## config.mk

```make
export PLATFORM = sky130hd
export DESIGN_NAME = cgc_top
export DESIGN_NICKNAME = d
export VERILOG_FILES = /design/src/common/cgc_pkg.sv /design/src/common/cgc_stab_if.sv /design/src/cgc_top.sv /design/src/cgc_stab_timer.sv
export SDC_FILE = /design/constraint.sdc
export NUM_CORES = 1
export LEC_CHECK = 0
export BUFFER_PORTS_ARGS = -buffer_cell sky130_fd_sc_hd__buf_2
export CAP_MARGIN = 5
export CORE_ASPECT_RATIO = 1.25
export CORE_MARGIN = 1
export CORE_UTILIZATION = 25
export DETAILED_ROUTE_END_ITERATION = 7
export GPL_ROUTABILITY_DRIVEN = 0
export PLACE_DENSITY = 0.44
export SETUP_SLACK_MARGIN = 0.02
export SLEW_MARGIN = 10
export SYNTH_ARGS = -nofsm -noshare
export SYNTH_HDL_FRONTEND = slang
export SYNTH_SLANG_ARGS = --single-unit
```

## constraint.sdc

```tcl
create_clock -name clock -period 5 [get_ports clock]
set_input_delay 1 -clock clock [delete_from_list [all_inputs] [get_ports clock]]
set_output_delay 1 -clock clock [all_outputs]
set_load 0.005 [all_outputs]
```

## src/common/cgc_pkg.sv

```systemverilog
`default_nettype none
package cgc_pkg;
  // bus geometry
  localparam int              ADDR_W        = 8;
  localparam int              DATA_W        = 32;
  localparam logic [1:0]      RESP_OKAY     = 2'h0;
  localparam logic [1:0]      RESP_SLVERR   = 2'h2;

  // register byte offsets
  localparam logic [7:0]      OFS_CTRL_A    = 8'h00;
  localparam logic [7:0]      OFS_CTRL_B    = 8'h04;
  localparam logic [7:0]      OFS_SRC_CTRL  = 8'h08;
  localparam logic [7:0]      OFS_PMODE_C   = 8'h0C;
  localparam logic [7:0]      OFS_WPROT     = 8'h10;
  localparam logic [7:0]      OFS_PLL_B     = 8'h14;
  localparam logic [7:0]      OFS_PLL_A     = 8'h18;
  localparam logic [7:0]      OFS_STATUS    = 8'h1C;
  localparam logic [7:0]      OFS_IRQ_STAT  = 8'h20;
  localparam logic [7:0]      OFS_IRQ_MASK  = 8'h24;
  localparam logic [7:0]      OFS_POWER     = 8'h28;

  // system_clock_ctrl_a fields
  localparam int              CA_OSC_DIS    = 0;
  localparam int              CA_COUT_LSB   = 1;
  localparam int              COUT_W        = 2;
  localparam logic [1:0]      COUT_OFF      = 2'h0;
  localparam logic [1:0]      COUT_LOW      = 2'h1;
  // system_clock_ctrl_b fields
  localparam int              CB_PLL_EN     = 0;
  localparam int              CB_BCS        = 1;
  localparam int              CB_LS_SEL     = 2;
  // clock_source_ctrl fields
  localparam int              CS_BDIV_LSB   = 0;
  localparam int              DIV_W         = 2;
  localparam int              CS_SRC        = 7;
  // processor_mode_reg_c fields
  localparam int              PM_PDIV_LSB   = 5;
  // write_protect_reg fields
  localparam int              WP_CLK        = 0;
  localparam int              WP_PLL        = 27;
  // pll_control_reg_b / a fields
  localparam int              PB_SELF       = 0;
  localparam int              MULT_W        = 8;
  // status and event bits
  localparam int              ST_OSC        = 0;
  localparam int              ST_PLL_LOCK   = 1;
  localparam int              IRQ_W         = 2;
  localparam int              EV_OSC_STOP   = 0;
  localparam int              EV_OSC_READY  = 1;
  // power control request bits
  localparam int              PW_WAIT       = 0;
  localparam int              PW_STOP       = 1;

  // reset values
  localparam logic [31:0]     CTRL_A_RST    = 32'h0000_0000;
  localparam logic [31:0]     CTRL_B_RST    = 32'h0000_0000;
  localparam logic [31:0]     SRC_CTRL_RST  = 32'h0000_0080;
  localparam logic [31:0]     PMODE_C_RST   = 32'h0000_0000;
  localparam logic [31:0]     WPROT_RST     = 32'h0000_0000;
  localparam logic [MULT_W-1:0] PLL_A_RST   = 8'h01;

  // oscillator settle time
  localparam int              CLK_PERIOD_NS = 10;
  localparam int              SETTLE_NS     = 2000;
  localparam int              SETTLE_CYC    = (SETTLE_NS + CLK_PERIOD_NS - 1) / CLK_PERIOD_NS;

  typedef enum logic [1:0] {PM_NORMAL, PM_WAIT, PM_STOP} cgc_pmode_t;
endpackage
`default_nettype wire

```

## src/common/cgc_stab_if.sv

```systemverilog
`default_nettype none
interface cgc_stab_if;
  logic level;
  logic stable;
  modport timer (input level, output stable);
  modport user (output level, input stable);
endinterface
`default_nettype wire

```

## src/cgc_top.sv

```systemverilog
`default_nettype none
module cgc_top #(
  parameter int SETTLE = cgc_pkg::SETTLE_CYC
) (
  // clock and reset
  input  wire logic                        clock,
  input  wire logic                        sys_rst,
  // axi4-lite write address, data and response
  input  wire logic [cgc_pkg::ADDR_W-1:0]  s_axi_awaddr,
  input  wire logic                        s_axi_awvalid,
  output logic                             s_axi_awready,
  input  wire logic [cgc_pkg::DATA_W-1:0]  s_axi_wdata,
  input  wire logic [3:0]                  s_axi_wstrb,
  input  wire logic                        s_axi_wvalid,
  output logic                             s_axi_wready,
  output logic [1:0]                       s_axi_bresp,
  output logic                             s_axi_bvalid,
  input  wire logic                        s_axi_bready,
  // axi4-lite read
  input  wire logic [cgc_pkg::ADDR_W-1:0]  s_axi_araddr,
  input  wire logic                        s_axi_arvalid,
  output logic                             s_axi_arready,
  output logic [cgc_pkg::DATA_W-1:0]       s_axi_rdata,
  output logic [1:0]                       s_axi_rresp,
  output logic                             s_axi_rvalid,
  input  wire logic                        s_axi_rready,
  // oscillator and wake pins
  input  wire logic                        mainOscRunning,
  input  wire logic                        pllLocked,
  input  wire logic                        lowSpeedClk,
  input  wire logic                        wakeRequest,
  // clock controls
  output logic                             mainOscEnable,
  output logic                             pllEnable,
  output logic                             pllSelfRun,
  output logic [cgc_pkg::MULT_W-1:0]       pllMultiplier,
  output logic [cgc_pkg::DIV_W-1:0]        baseDivide,
  output logic [cgc_pkg::DIV_W-1:0]        periphDivide,
  output logic                             baseClockSourceSelect,
  output logic                             lowSpeedSelect,
  output logic                             pllSourceSelected,
  output logic                             clockOut,
  // power mode and interrupt
  output logic                             waitMode,
  output logic                             stopMode,
  output logic                             irq
);
  import cgc_pkg::*;

  ////////////////////////////////////////////////////////////////////////////
  // pin synchronisers: first stage is read only by the second
  logic [3:0] pinMeta_r;
  logic [3:0] pinSync_r;
  always_ff @(posedge clock)
  begin
    pinMeta_r <= {wakeRequest, lowSpeedClk, pllLocked, mainOscRunning};
    pinSync_r <= pinMeta_r;
  end
  wire mainRunSync = pinSync_r[0];
  wire pllLockSync = pinSync_r[1];
  wire lowClkSync  = pinSync_r[2];
  wire wakeSync    = pinSync_r[3];

  cgc_stab_if mainStab ();
  cgc_stab_if pllStab ();
  assign mainStab.level = mainRunSync;
  assign pllStab.level  = pllLockSync;

  cgc_stab_timer #(.CYCLES(SETTLE)) uMainStab (
    .clock   (clock),
    .sys_rst (sys_rst),
    .port    (mainStab)
  );
  cgc_stab_timer #(.CYCLES(SETTLE)) uPllStab (
    .clock   (clock),
    .sys_rst (sys_rst),
    .port    (pllStab)
  );

  ////////////////////////////////////////////////////////////////////////////
  // axi4-lite slave
  logic              awHeld_r;
  logic [ADDR_W-1:0] awAddr_r;
  logic              wHeld_r;
  logic [31:0]       wData_r;
  logic [3:0]        wStrb_r;
  logic              bvalid_r;
  logic [1:0]        bresp_r;
  logic              rvalid_r;
  logic [31:0]       rdata_r;
  logic [1:0]        rresp_r;

  assign s_axi_awready = !awHeld_r && !bvalid_r;
  assign s_axi_wready  = !wHeld_r && !bvalid_r;
  assign s_axi_arready = !rvalid_r;
  assign s_axi_bvalid  = bvalid_r;
  assign s_axi_bresp   = bresp_r;
  assign s_axi_rvalid  = rvalid_r;
  assign s_axi_rdata   = rdata_r;
  assign s_axi_rresp   = rresp_r;

  wire doWrite = awHeld_r && wHeld_r && !bvalid_r;
  wire doRead  = s_axi_arvalid && !rvalid_r;

  function automatic logic [31:0] merge(input logic [31:0] old, input logic [31:0] nu,
                                        input logic [3:0] strb);
    logic [31:0] mask;
    mask = {{8{strb[3]}}, {8{strb[2]}}, {8{strb[1]}}, {8{strb[0]}}};
    return (old & ~mask) | (nu & mask);
  endfunction

  logic [31:0] ctrlA_r;
  logic [31:0] ctrlB_r;
  logic [31:0] srcCtrl_r;
  logic [31:0] pmodeC_r;
  logic [31:0] wprot_r;
  logic        pllSelf_r;
  logic [MULT_W-1:0] pllMult_r;
  logic [IRQ_W-1:0]  irqStat_r;
  logic [IRQ_W-1:0]  irqMask_r;
  cgc_pmode_t        pmode_r;
  cgc_pmode_t        pmode_nxt;

  wire wrCtrlA   = doWrite && (awAddr_r == OFS_CTRL_A);
  wire wrCtrlB   = doWrite && (awAddr_r == OFS_CTRL_B);
  wire wrSrc     = doWrite && (awAddr_r == OFS_SRC_CTRL);
  wire wrPmodeC  = doWrite && (awAddr_r == OFS_PMODE_C);
  wire wrWprot   = doWrite && (awAddr_r == OFS_WPROT);
  wire wrPllB    = doWrite && (awAddr_r == OFS_PLL_B);
  wire wrPllA    = doWrite && (awAddr_r == OFS_PLL_A);
  wire wrIrqStat = doWrite && (awAddr_r == OFS_IRQ_STAT);
  wire wrIrqMask = doWrite && (awAddr_r == OFS_IRQ_MASK);
  wire wrPower   = doWrite && (awAddr_r == OFS_POWER);
  wire wrStatus  = doWrite && (awAddr_r == OFS_STATUS);
  wire wrMapped  = wrCtrlA || wrCtrlB || wrSrc || wrPmodeC || wrWprot || wrPllB
                   || wrPllA || wrIrqStat || wrIrqMask || wrPower || wrStatus;

  wire [31:0] newCtrlA  = merge(ctrlA_r, wData_r, wStrb_r);
  wire [31:0] newCtrlB  = merge(ctrlB_r, wData_r, wStrb_r);
  wire [31:0] newSrc    = merge(srcCtrl_r, wData_r, wStrb_r);
  wire [31:0] newPmodeC = merge(pmodeC_r, wData_r, wStrb_r);
  wire [31:0] newWprot  = merge(wprot_r, wData_r, wStrb_r);
  wire [31:0] pllBOld   = {31'h0000_0000, pllSelf_r};
  wire [31:0] pllAOld   = {{(32 - MULT_W){1'b0}}, pllMult_r};
  wire [31:0] newPllB   = merge(pllBOld, wData_r, wStrb_r);
  wire [31:0] newPllA   = merge(pllAOld, wData_r, wStrb_r);
  wire [31:0] irqW1c    = merge(32'h0000_0000, wData_r, wStrb_r);

  always_ff @(posedge clock)
  begin
    if (sys_rst)
    begin
      awHeld_r <= 1'b0;
      wHeld_r  <= 1'b0;
      bvalid_r <= 1'b0;
      bresp_r  <= RESP_OKAY;
      awAddr_r <= '0;
      wData_r  <= 32'h0000_0000;
      wStrb_r  <= 4'h0;
    end
    else
    begin
      if (s_axi_awvalid && s_axi_awready)
      begin
        awHeld_r <= 1'b1;
        awAddr_r <= s_axi_awaddr;
      end
      if (s_axi_wvalid && s_axi_wready)
      begin
        wHeld_r <= 1'b1;
        wData_r <= s_axi_wdata;
        wStrb_r <= s_axi_wstrb;
      end
      if (doWrite)
      begin
        awHeld_r <= 1'b0;
        wHeld_r  <= 1'b0;
        bvalid_r <= 1'b1;
        bresp_r  <= wrMapped ? RESP_OKAY : RESP_SLVERR;
      end
      else if (bvalid_r && s_axi_bready)
        bvalid_r <= 1'b0;
    end
  end

  ////////////////////////////////////////////////////////////////////////////
  // clock control registers
  wire clkUnlock = wprot_r[WP_CLK];
  wire pllUnlock = wprot_r[WP_PLL];
  // a stopped reference leaves the multiplier frozen, self-run reset included
  wire pllFrozen = !mainStab.stable || !ctrlB_r[CB_PLL_EN];
  wire selfSet   = wrPllB && newPllB[PB_SELF] && !pllFrozen;
  // enforced in hardware too: a multiplier write retunes the pll only with WP_PLL set, the pll enabled, its source selected and the reference settled
  wire pllAOk    = wrPllA && pllUnlock && !srcCtrl_r[CS_SRC] && !pllFrozen;

  always_ff @(posedge clock)
  begin
    if (sys_rst)
    begin
      ctrlA_r   <= CTRL_A_RST;
      ctrlB_r   <= CTRL_B_RST;
      srcCtrl_r <= SRC_CTRL_RST;
      pmodeC_r  <= PMODE_C_RST;
      wprot_r   <= WPROT_RST;
      pllSelf_r <= 1'b0;
      pllMult_r <= PLL_A_RST;
      irqMask_r <= '0;
    end
    else
    begin
      if (wrCtrlA)
        ctrlA_r <= newCtrlA;
      if (wrCtrlB)
        ctrlB_r <= newCtrlB;
      if (wrSrc)
        srcCtrl_r <= newSrc;
      if (wrPmodeC && clkUnlock)
        pmodeC_r <= newPmodeC;
      if (wrWprot)
        wprot_r <= newWprot;
      if (wrPllB)
        pllSelf_r <= newPllB[PB_SELF];
      if (selfSet)
        pllMult_r <= PLL_A_RST;
      else if (pllAOk)
        pllMult_r <= newPllA[MULT_W-1:0];
      if (wrIrqMask)
        irqMask_r <= irqW1c[IRQ_W-1:0];
    end
  end

  assign mainOscEnable         = !ctrlA_r[CA_OSC_DIS];
  assign pllEnable             = ctrlB_r[CB_PLL_EN];
  assign baseClockSourceSelect = ctrlB_r[CB_BCS];
  assign lowSpeedSelect        = ctrlB_r[CB_LS_SEL];
  assign pllSourceSelected     = !srcCtrl_r[CS_SRC];
  assign baseDivide            = srcCtrl_r[CS_BDIV_LSB +: DIV_W];
  assign periphDivide          = pmodeC_r[PM_PDIV_LSB +: DIV_W];
  assign pllSelfRun            = pllSelf_r;
  assign pllMultiplier         = pllMult_r;

  ////////////////////////////////////////////////////////////////////////////
  // clock output pin
  wire [COUT_W-1:0] coutSel = ctrlA_r[CA_COUT_LSB +: COUT_W];
  logic             clockOut_r;
  always_ff @(posedge clock)
  begin
    if (sys_rst)
      clockOut_r <= 1'b0;
    else
      clockOut_r <= (coutSel == COUT_LOW) && lowClkSync;
  end
  assign clockOut = clockOut_r;

  ////////////////////////////////////////////////////////////////////////////
  // oscillator events and interrupt
  wire              oscStatus = !mainStab.stable;
  logic             mainStablePrev_r;
  logic             mainRunPrev_r;
  wire [IRQ_W-1:0]  events;
  assign events[EV_OSC_STOP]  = mainRunPrev_r && !mainRunSync;
  assign events[EV_OSC_READY] = mainStab.stable && !mainStablePrev_r;

  always_ff @(posedge clock)
  begin
    if (sys_rst)
    begin
      mainRunPrev_r    <= 1'b0;
      mainStablePrev_r <= 1'b0;
      irqStat_r        <= '0;
    end
    else
    begin
      mainRunPrev_r    <= mainRunSync;
      mainStablePrev_r <= mainStab.stable;
      // a new event beats a clear in the same cycle
      irqStat_r <= (irqStat_r & ~(wrIrqStat ? irqW1c[IRQ_W-1:0] : '0)) | events;
    end
  end
  assign irq = |(irqStat_r & irqMask_r);

  ////////////////////////////////////////////////////////////////////////////
  // power modes: software request enters, a wake pin returns to normal
  always_comb
  begin
    pmode_nxt = pmode_r;
    case (pmode_r)
      PM_NORMAL:
        if (wrPower && wData_r[PW_STOP])
          pmode_nxt = PM_STOP;
        else if (wrPower && wData_r[PW_WAIT])
          pmode_nxt = PM_WAIT;
      PM_WAIT, PM_STOP:
        if (wakeSync)
          pmode_nxt = PM_NORMAL;
      default:
        pmode_nxt = PM_NORMAL;
    endcase
  end

  always_ff @(posedge clock)
  begin
    if (sys_rst)
      pmode_r <= PM_NORMAL;
    else
      pmode_r <= pmode_nxt;
  end
  assign waitMode = (pmode_r == PM_WAIT);
  assign stopMode = (pmode_r == PM_STOP);

  ////////////////////////////////////////////////////////////////////////////
  // read path
  logic [31:0] rdMux;
  logic        rdHit;
  always_comb
  begin
    rdHit = 1'b1;
    rdMux = 32'h0000_0000;
    case (s_axi_araddr)
      OFS_CTRL_A:   rdMux = ctrlA_r;
      OFS_CTRL_B:   rdMux = ctrlB_r;
      OFS_SRC_CTRL: rdMux = srcCtrl_r;
      OFS_PMODE_C:  rdMux = pmodeC_r;
      OFS_WPROT:    rdMux = wprot_r;
      OFS_PLL_B:    rdMux = pllBOld;
      OFS_PLL_A:    rdMux = pllAOld;
      OFS_STATUS:
      begin
        rdMux[ST_OSC]      = oscStatus;
        rdMux[ST_PLL_LOCK] = pllStab.stable;
      end
      OFS_IRQ_STAT: rdMux[IRQ_W-1:0] = irqStat_r;
      OFS_IRQ_MASK: rdMux[IRQ_W-1:0] = irqMask_r;
      OFS_POWER:
      begin
        rdMux[PW_WAIT] = waitMode;
        rdMux[PW_STOP] = stopMode;
      end
      default:      rdHit = 1'b0;
    endcase
  end

  always_ff @(posedge clock)
  begin
    if (sys_rst)
    begin
      rvalid_r <= 1'b0;
      rdata_r  <= 32'h0000_0000;
      rresp_r  <= RESP_OKAY;
    end
    else if (doRead)
    begin
      rvalid_r <= 1'b1;
      rdata_r  <= rdMux;
      rresp_r  <= rdHit ? RESP_OKAY : RESP_SLVERR;
    end
    else if (rvalid_r && s_axi_rready)
      rvalid_r <= 1'b0;
  end
endmodule
`default_nettype wire

```

## src/cgc_stab_timer.sv

```systemverilog
`default_nettype none
module cgc_stab_timer #(
  parameter int CYCLES = cgc_pkg::SETTLE_CYC
) (
  // clock and reset
  input  wire logic       clock,
  input  wire logic       sys_rst,
  // level watched and settled flag
  cgc_stab_if.timer       port
);
  import cgc_pkg::*;
  localparam int CNT_W = $clog2(CYCLES + 1);
  localparam logic [CNT_W-1:0] CNT_END = CNT_W'(CYCLES);

  if (CYCLES < 1)
  begin : g_bad
    $error("settle count must be at least one cycle");
  end

  logic [CNT_W-1:0] count_r;
  wire              atEnd = (count_r == CNT_END);

  // any drop restarts the wait, so a glitching oscillator never reads settled
  always_ff @(posedge clock)
  begin
    if (sys_rst || !port.level)
      count_r <= '0;
    else if (!atEnd)
      count_r <= count_r + CNT_W'(1);
  end

  assign port.stable = atEnd;
endmodule
`default_nettype wire

```

After elaboration in Yosys (flattened, before gate mapping)
Cells that the tools add are included. Widths: inputs -> output; s select.

Bits in registers: 286. Bits of input ports: 63. Output and inout port bits: 63.

$add $sub $neg: 2. Eq/ne operators: 27. Mux-type cells: 14. Bitwise gates (word level): 20. Reduce and logical (&&, ||, !) cells: 67.

Operator list (count): $and 32x32->32 (6); $pmux 30 s6 (1); $or 32x32->32 (5); $eq 8x5->1 const B (8); $eq 8x6->1 const B (6); $eq 8x4->1 const B (4); $not 32->32 (1); $logic_and 1x1->1 (31); $pmux 2 s11 (1); $add 8x1->8 const B (2); $eq 8x3->1 const B (2); $eq 8x8->1 const B (2); $logic_not 8->1 (2); $logic_or 1x1->1 (13); $logic_not 1->1 (12); $mux 2 (6); $reduce_or 11->1 (1); $and 8x8->8 (1); $or 8x8->8 (1); $reduce_or 2->1 (4); $mux 1 (5); $and 2x2->2 (2); $eq 2x1->1 const B (2); $pmux 2 s2 (1); 10 further kinds (11).

Logic depth before layout (Yosys ltp)
Gate-level depths: netlist (run 1).

Word-level depth: 14. Gate-level depth with buffers: 8. Gate-level depth less buffers: 7.

Cells and area by module
From an unflattened synthesis (run 1), not the netlist that was laid out.

Cell total of the unflattened synthesis: 1403. Area total of the unflattened synthesis: 11823.8 um2.

By module, submodules not included: cgc_top (instances 1, cells each 1307, area each 10973.0 um2, sequential area each 5365.1 um2); cgc_stab_timer (instances 2, cells each 48, area each 425.4 um2, sequential area each 160.2 um2).

Worst setup path before layout (run 1)
Ideal clock, no wire load.

Kind: in2reg. Start point: input port s_axi_araddr[4] in the netlist's numbering. End point: register rdata_r[2] (netlist: s_axi_rdata[2]). Arrival time: 2.443 ns. Required time: 4.914 ns. Setup slack: 2.471 ns. Stages: 7. Path buffers: 3. Cells stage by stage: clkbuf_2 -> nor4_4 -> and3_1 -> clkbuf_1 -> buf_2 -> a21oi_1 -> a211oi_1.

Word-level cells in the longest chain between the ends: 2. Elaborated cells on any way between the ends: 7. Classes of those cells: 5 x eq/ne; 1 x mux; 1 x reduce/logical.

Ends and longest elaborated chain: from (decl) (line cgc_top.sv:20) `input wire logic [cgc_pkg::ADDR_W-1:0] s_axi_araddr,`; $eq 8x5->1 (tied with other cells) (line cgc_top.sv:319) `case (s_axi_araddr)`; $pmux 30 s6 * (line cgc_top.sv:319); to (signal assigned) (line cgc_top.sv:354) `rdata_r <= rdMux;`; to (decl) (line cgc_top.sv:90) `logic [31:0] rdata_r;`.

Mark *: on every way between the ends. The rest lies on a longest branch, timed or not. A chain may end at the register's enable or synchronous reset.

Worst setup path after layout (run 1)
Start point: input port s_axi_araddr[3] in the netlist's numbering. End point: register rdata_r[28] (netlist: s_axi_rdata[28]).

Same word-level chain as after synthesis.

==> key figures, run 1 <==
Critical path
  – WP data required: 5.53 ns
  – CP Class: in2reg
  – Worst path bufs/invs: 2
  – Arr. time, crit path: 3.40 ns
  – Critical path origin: s_axi_araddr[3]
  – Critical R2R Launch: awAddr_r[5]$_SDFFE_PP0P_
  – Critical-path cell with the highest stage delay: nor4b_2
  – Delay-heaviest family, CP: buffers and inverters
  – Critical Path Max Stage Delay: 0.87 ns
  – Type of element launching the critical path: input port
  – Setup crit end kind: register
  – CP Cell Sequence: buf_2, nor4b_2, buf_12, a22oi_1, o22a_1, a21oi_1, a21o_1
  – Crit Path Max Fanout: 28

Status
  – Status: finished, final reports clean

Finish
  – Area growth from synthesis to layout: 18.90%
  – Commonest non-fill, non-tap cell in the layout: nand2_1
  – Commonest cells after routing, fill and taps aside: nand2_1 (304), dfxtp_1 (284), a21oi_1 (232), buf_2 (122), nand3_1 (109)
  – Layout cells sized above 1: 0.1454
  – Fin util: 0.3037
  – Nets: 1568

Drt
  – 1st-pass router iterations: 8
  – Wire length per cell: 19.68 um
  – Routed via count: 10480
  – Post-DRT Antenna Nets: 0
  – Initial detailed-routing violation count: 848
  – Post-DR vias/cell: 4.993
  – Wirelength, routed: 41320 um
  – Remaining DRCs: 0

Pwr
  – Pwr dens: 364.8 nW/um2
  – Leak: 0.004806 uW
  – Peak VDD IR: 234.3 uV

Placed design
  – Post-Place Worst Slack: 1.508 ns
  – Count of input and output buffers: 123
  – Dpl hpwl: 25930 um

STA
  – RSZ-0062 raised after global routing: no
  – Final Setup Violations: 0
  – Endpoints failing hold: 0
  – Slew @ Worst Pin: 1.153 ns
  – Final WS setup: 2.131 ns
  – TNS Setup: 0 ns
  – Clock Skew: 0.02268 ns
  – Tmin final: 2.869 ns
  – Max Slew Vio Count: 0
  – Slew margin rel.: 0.2316
  – Final worst path period share: 0.5738
  – Fmax: 348.5 MHz

Global routing
  – Largest net degree at the start of global routing: 201
  – Total GRT Usage: 0.1709
  – Vias in the first global route: 10220
  – Initial antenna violation count: 0
  – GR Overflow Total: 0
  – First-pass GRT wire length: 62980 um

Die
  – Rows: 87
  – Die height: 243.1 um
  – Die W: 194.9 um
  – Starting Density: 0.2555
  – Die ar.: 47370 um2
  – Ports: 126
  – Core area: 45500 um2

Synth
  – Mapped Avg Cell Area: 8.163 um2
  – Dominant cells by area after synthesis: dfxtp_1 (49%), a21oi_1 (10%), nand2_1 (9.8%), nand3_1 (4.7%), o21ai_0 (4.0%)
  – Synth top area share: 0.4891
  – Primary FF master, synth: dfxtp_1
  – Mapped Area: 11620 um2
  – Synth warnings: 0
  – Async set or reset register ratio after synthesis: 0
  – Number of synthesized flops with an enable pin: 0
  – Register bit total from synthesis: 284
  – Sequential area share after synthesis: 0.4891
  – Post-synthesis cell count: 1424
  – Largest area contributor in the netlist: dfxtp_1
  – Synth cell types: 57

Clocking
  – Worst-Skew Late Latency: 0.59 ns
  – Htree depth: 1
  – Clk root buf: clkbuf_16
  – Hold Buf Count CTS: 0
  – CTS Buf Count: 31
  – CTS sink cnt: 284
  – Clk buf depth: 3
  – CTS tree: built
  – Clock slew at reported path FFs: 0.06 ns
  – Post CTS Setup Buffer Count: 0
  – Resize count post-CTS: 0

Run
  – Max cap viols: 0

Hold path
  – Hold Crit Class: reg2reg
  – Worst hold start: pinMeta_r[0]$_DFF_P_
final timing paths:
| check | endpoint | slack [ns] | cells after the start |
|---|---|---|---|
| worst max-delay path | s_axi_rdata[28]$_SDFFE_PP0P_ | 2.13 | 7 |
| worst min-delay path | pinSync_r[0]$_DFF_P_ | 0.32 | 0 |
| worst max register to register | register | 2.28 | 6 |
| worst min register to register | pinSync_r[0]$_DFF_P_ | 0.32 | 0 |
synth_stat cells, drive strengths merged (6+ instances only):
master and count:
a211oi 7, a21o 9, a21oi 232, a221oi 10, a222oi 14, a22oi 24
and3 6, buf 30, clkbuf 79, dfxtp 284, ha 7, inv 15
mux2i 21, nand2 305, nand2b 15, nand3 109, nand4 6, nor2 63
nor2b 10, nor3 12, nor4 8, o21ai 92, o22ai 9, xor2 10
worst reg2reg max path, stage by stage, from the launching register on:
cell and delay, ns:
dfxtp_1 0.59, or3b_2 0.62, nor4_4 0.13, buf_4 0.51, nand2_1 0.44, nand2_1 0.18
a21oi_1 0.08
per-layer routing:
| metal | GRT usage | up-vias | share of wire |
|---|---|---|---|
| met4 | 0.05280 | 0 | 0.023 |
| li1 | - | 5113 | - |
| met5 | 0 | - | 0 |
| met1 | 0.2249 | 5056 | 0.45 |
| met2 | 0.2920 | 257 | 0.48 |
| met3 | 0.01792 | 54 | 0.040 |
report_power, final:
group	total, uW	internal (uW)	switching, uW
Clock	2400	1430	970
Combinational	273	81.1	192
Sequential	2370	2300	65.3
Total	5040	3810	1230
cell families after synthesis:
group / count (synthesis) / synth area share
adder cells (fa/ha/maj): 7 / 0.007535
flip-flops: 284 / 0.4891
buffers and inverters: 124 / 0.04607
multiplexers: 29 / 0.03068
other: 1 / 0.0003226
AO/OA/AOI/OAI: 414 / 0.2027
XOR/XNOR: 14 / 0.01055
AND/OR/NAND/NOR: 551 / 0.2130
layout make-up:
cell class / count / area (um2)
Sequential cell: 284 / 5685
Clock buffer: 47 / 935.9
Tap cell: 578 / 723.2
Fill cell: 4886 / 31680
Timing Repair Buffer: 149 / 842.1
Inverter: 15 / 56.30
Multi-Input combinational cell: 1017 / 5454
Antenna cell: 1 / 2.502
Clock inverter: 8 / 121.4
through the flow:
stage               power (uW)  std cells  cell area, um2  hold WS, ns
finish                    5041       2099           13820       0.3247
global route              5218       2098           13820       0.3328
CTS                       5102       2098           13820       0.3294
detailed placement        2694       2043           12760       0.3121
global placement          2691       2043           12760       0.3150
floorplan                 2554       1425           11630       0.3096
Note: power is estimated with default switching activity, not from simulation.
==> inputs of run 2 (changes only) <==
clock period = 2.98 ns   (was 5 ns; I/O delays follow)
==> run 2 against run 1 <==
  * Clock skew up 0.010 ns
  * Flip-flop and latch count unchanged
  * Hold slack worse by 0.22 ns
  * Worst setup slack worse by 1.5 ns
  * Sequential share of layout area down 0.62 points
  * Wire length down 2.3%
  * Via count up 0.99%
  * Critical path depth down 1
  * Largest cell class unchanged
==> key figures, run 2 (synthesized netlist as in run 1, its figures left out) <==
Run
  – Max cap viols: 0

STA
  – Hold Slack: 0.1069 ns
  – Clock Skew: 0.03292 ns
  – RSZ-0062 raised after global routing: no
  – Fmax: 429.9 MHz
  – TNS Setup: 0 ns
  – Final Setup Violations: 0
  – Max Slew Vio Count: 0
  – Slew margin rel.: 0.4921
  – Endpoints failing hold: 0
  – Slew @ Worst Pin: 0.7619 ns
  – Tmin final: 2.326 ns
  – Final worst path period share: 0.7806

Placed design
  – Inst Count DP: 2069
  – Count of input and output buffers: 123
  – Dpl hpwl: 26580 um

Pwr
  – Peak VDD IR: 408.8 uV
  – Pwr dens: 596.4 nW/um2
  – Leak: 0.004924 uW

Critical path
  – Arr. time, crit path: 2.74 ns
  – Crit Path Max Fanout: 31
  – Type of element launching the critical path: register
  – WP data required: 3.39 ns
  – CP Class: reg2reg
  – Setup crit end kind: register

Drt
  – Met3 WL post-DR: 1745 um
  – Post-DRT Antenna Nets: 0
  – Wl on met1: 18080 um
  – Post-DR vias/cell: 4.978
  – Max Used Layer: met4
  – Wirelength, routed: 40380 um
  – Routed via count: 10580
  – Wire length per cell: 18.99 um
  – Initial detailed-routing violation count: 664
  – Remaining DRCs: 0
  – Met2 WL: 19730 um
  – 1st-pass router iterations: 5

Die
  – Die height: 243.1 um
  – Rows: 87
  – Die W: 194.9 um
  – Ports: 126
  – Die ar.: 47370 um2
  – Starting Density: 0.2555
  – Core area: 45500 um2

Clocking
  – CTS Buf Count: 31
  – Clock slew at reported path FFs: 0.07 ns
  – CTS tree: built
  – Worst-Skew Late Latency: 0.59 ns
  – Clk buf depth: 3
  – CTS sink cnt: 284
  – Htree depth: 1
  – Post CTS Setup Buffer Count: 0
  – Clk root buf: clkbuf_16
  – Hold Buf Count CTS: 0
  – Resize count post-CTS: 0

Global routing
  – Total GRT Usage: 0.1683
  – Largest net degree at the start of global routing: 146
  – First-pass GRT wire length: 62520 um
  – Vias in the first global route: 10480
  – GR Overflow Total: 0
  – Initial antenna violation count: 0

Finish
  – Area growth from synthesis to layout: 20.71%
  – Final Non-Filler Cells: 2126
  – Commonest non-fill, non-tap cell in the layout: nand2_1
  – Filler Cells Inserted: 4905
  – Layout cells sized above 1: 0.1621
  – Antenna diodes: 0
  – Nets: 1594
  – Commonest cells after routing, fill and taps aside: nand2_1 (305), dfxtp_1 (284), a21oi_1 (232), buf_2 (122), nand3_1 (109)

Hold path
  – Hold Crit Class: in2reg

Status
  – Status: finished, final reports clean
==> run 2: worst paths after layout <==
kind	from	end	slack [ns]	cells after the start
hold / removal	wakeRequest	pinMeta_r[3]$_DFF_P_	0.11	1
setup / recovery	awAddr_r[7]$_SDFFE_PP0P_	register	0.65	6
setup reg to reg	awAddr_r[7]$_SDFFE_PP0P_	register	0.65	6
hold reg to reg	pinMeta_r[3]$_DFF_P_	pinSync_r[3]$_DFF_P_	0.33	0
==> run 2: final cells by class <==
class,instances,area [um2],share of cell area
multi-input combinational,1017,5446,0.3882
clock buffer,42,897.1,0.06394
tap,578,723.2,0.05154
timing repair buffer,175,1075,0.07660
inverter,15,56.30,0.004013
sequential,284,5685,0.4052
clock inverter,15,147.6,0.01052
==> run 2: critical path, cell delays in order (launching register included) <==
cell and delay, ns:
dfxtp_1 0.32, or4_1 0.71, nor4_4 0.32, buf_12 0.26, nand2_1 0.30, nand2_1 0.16, a21oi_1 0.07
==> run 2: stage by stage <==
step	utilization	instance area, um2	total power, uW	worst slack (ns)
floorplan	-	11630	4285	0.8554
global placement	0.2854	12990	4532	0.4723
detailed placement	0.2854	12990	4536	0.4911
CTS	0.3084	14030	8496	0.6286
global route	0.3084	14030	8712	0.4643
finish	0.3084	14030	8368	0.6537
==> run 2: per-layer routing <==
| metal | vias to the layer above | global-route usage |
|---|---|---|
| li1 | 5179 | - |
| met1 | 5124 | 0.2212 |
| met2 | 234 | 0.2897 |
| met3 | 47 | 0.01890 |
| met4 | 0 | 0.04609 |
| met5 | - | 0 |
==> run 2: where the power goes <==
group	switching, uW	total, uW	internal (uW)
clock	1650	3930	2280
sequential	93.0	3950	3860
combinational	336	489	154
==> inputs of run 3 (changes only) <==
ABC_AREA = 1   (was not set)
PLACE_DENSITY = 0.45   (was 0.44)
clock period = 1.9 ns   (was 2.98 ns; I/O delays follow)
==> run 3 against run 2 <==
  * The run now ends with DRC left
  * Combinational power grew 87%
  * Sequential share of layout area shrank 2.5 points
  * Synthesized cell count grew 10%
  * Sequential power grew 59%
==> key figures, run 3 <==
Die
  – Die ar.: 48540 um2
  – Rows: 89
  – Starting Density: 0.2530
  – Die W: 197.3 um
  – Core area: 47100 um2
  – Ports: 126
  – Die height: 246.1 um

Synth
  – Primary FF master, synth: dfxtp_1
  – Post-synth top cells: dfxtp_1 (284), a21oi_1 (227), nand2_1 (222)
  – Most instantiated library cell after synthesis: dfxtp_1
  – Largest area contributor in the netlist: dfxtp_1
  – Number of synthesized flops with an enable pin: 0
  – Synth cell types: 38
  – Sequential area share after synthesis: 0.4772
  – Register bit total from synthesis: 284
  – Post-synthesis cell count: 1573
  – Synth top area share: 0.4772
  – Mapped Avg Cell Area: 7.575 um2
  – Mapped Area: 11920 um2
  – Dominant cells by area after synthesis: dfxtp_1 (48%), a21oi_1 (9.5%), o21ai_0 (7.1%), nand2_1 (7.0%), inv_1 (5.6%)
  – Synth warnings: 0
  – Async set or reset register ratio after synthesis: 0

Drt
  – Remaining DRCs: 2
  – Post-DR vias/cell: 4.512
  – Routed via count: 10750
  – Post-DRT Antenna Nets: 0
  – 1st-pass router iterations: 7
  – Wirelength, routed: 39240 um
  – Initial detailed-routing violation count: 676
  – Wire length per cell: 16.47 um

Global routing
  – Initial antenna violation count: 0
  – Largest net degree at the start of global routing: 61
  – Vias in the first global route: 10390
  – Total GRT Usage: 0.1626
  – GR Overflow Total: 0
  – First-pass GRT wire length: 60740 um

STA
  – Final worst path period share: 0.9709
  – Tmin final: 1.845 ns
  – Fmax: 542.1 MHz
  – RSZ-0062 raised after global routing: yes
  – Clock Skew: 0.01091 ns
  – Final Setup Violations: 0
  – Final WS setup: 0.05523 ns
  – Hold Slack: 0.1171 ns
  – Max Slew Vio Count: 0
  – Endpoints failing hold: 0

Finish
  – Nets: 1791
  – Filler Cells Inserted: 5003
  – Commonest cells after routing, fill and taps aside: dfxtp_1 (283), a21oi_1 (227), nand2_1 (219), inv_1 (178), o21ai_0 (168)
  – Multi-input logic area: 5124 um2
  – Commonest non-fill, non-tap cell in the layout: dfxtp_1
  – Area growth from synthesis to layout: 25.58%
  – FF+latch area: 5687 um2
  – Layout cells sized above 1: 0.1908
  – Antenna diodes: 0

Critical path
  – CP Class: reg2out
  – WP data required: 1.52 ns
  – Crit Path Max Fanout: 4
  – Reg2reg setup slack: 0.13 ns
  – Arr. time, crit path: 1.46 ns
  – Type of element launching the critical path: register
  – Setup crit end kind: primary output

Clocking
  – Htree depth: 2
  – Worst-Skew Late Latency: 0.52 ns
  – Clk buf depth: 3
  – CTS Buf Count: 34
  – Clock slew at reported path FFs: 0.06 ns
  – Clk root buf: clkbuf_16
  – CTS tree: built
  – CTS sink cnt: 284

Pwr
  – Pwr dens: 948.4 nW/um2
  – Peak VDD IR: 442.7 uV
  – Leak: 0.005678 uW

Hold path
  – Hold Crit Class: in2reg

Run
  – Max cap viols: 0

Placed design
  – Count of input and output buffers: 123
  – Dpl hpwl: 26680 um
  – Post-Place Worst Slack: 0.04711 ns

Status
  – Status: finished, violations left
  – Violated checks: DRC
==> run 3: cell count changes after synthesis, sizes merged, moves of 10 or more <==
cell and change:
nand2 -61, a211oi +30, nand3 -18, nor2 +87
mux2i -21, clkbuf -30, inv +170, o21ai +121
nor2b -10, a222oi -14, nand2b -15, a22oi -23
a221oi -10
==> run 3: final cells by class <==
cell class | count | share of cell area
Sequential cell | 284 | 0.3800
Multi-Input combinational cell | 1015 | 0.3424
Timing Repair Buffer | 199 | 0.09683
Clock buffer | 51 | 0.06857
Tap cell | 637 | 0.05327
Inverter | 187 | 0.04708
Clock inverter | 9 | 0.01179
==> run 3: path summary, 6_finish.rpt <==
| check | cells after the start | endpoint | startpoint |
|---|---|---|---|
| worst max-delay path | 4 | s_axi_wready | s_axi_bvalid$_SDFFE_PP0P_ |
| worst min-delay path | 3 | wData_r[23]$_SDFFE_PP0P_ | s_axi_wdata[23] |
| worst max register to register | 8 | register | awAddr_r[0]$_SDFFE_PP0P_ |
| worst min register to register | 0 | pinSync_r[0]$_DFF_P_ | pinMeta_r[0]$_DFF_P_ |
==> run 3: metal layers <==
metal	wire [um]	GRT usage	up-vias	share of wire
met5	0	0	-	0
met4	794	0.04674	0	0.020
met1	17650	0.2041	5007	0.45
met2	19020	0.2826	227	0.48
met3	1782	0.02806	44	0.045
li1	-	-	5469	-
==> run 3: report_power, final <==
| group | internal [uW] | switching (uW) | leakage, uW |
|---|---|---|---|
| combinational | 329 | 583 | 0.00279 |
| clock | 4410 | 2590 | 0.000587 |
| sequential | 6090 | 192 | 0.00230 |
| total | 10800 | 3370 | 0.00568 |
==> run 3: worst max-delay path: stages (launching register included) <==
cell and delay, ns:
dfxtp_2 0.33, buf_4 0.16, nor2_4 0.21, buf_12 0.15, buf_2 0.11
==> run 3: logic make-up after synthesis <==
kind of cell | after synthesis | share of synthesized area
AO/OA/AOI/OAI | 493 | 0.2300
XOR/XNOR | 6 | 0.004410
adder cells (fa/ha/maj) | 7 | 0.007350
buffers and inverters | 275 | 0.09503
flip-flops | 284 | 0.4772
other | 1 | 0.0003147
AND/OR/NAND/NOR | 507 | 0.1858
==> run 3: through the flow <==
stage	total power, uW	cell area (um2)	setup TNS [ns]	std cells	util
after floorplan	6814	11920	0	1574	-
after global placement	7269	13660	0	2316	0.2900
after detailed placement	7277	13660	0	2316	0.2900
after CTS	14370	14950	0	2382	0.3173
after global routing	14730	14960	-1.043	2382	0.3177
final	14190	14960	0	2382	0.3177
==> run 3: what timing repair did <==
action,4_1_cts,5_1_grt
hold buffers,4,0
setup buffers,1,0
cloned,1,0
gates resized for setup,1,6
hold endpoints to repair,4,0
endpoints found under the setup margin,1,75
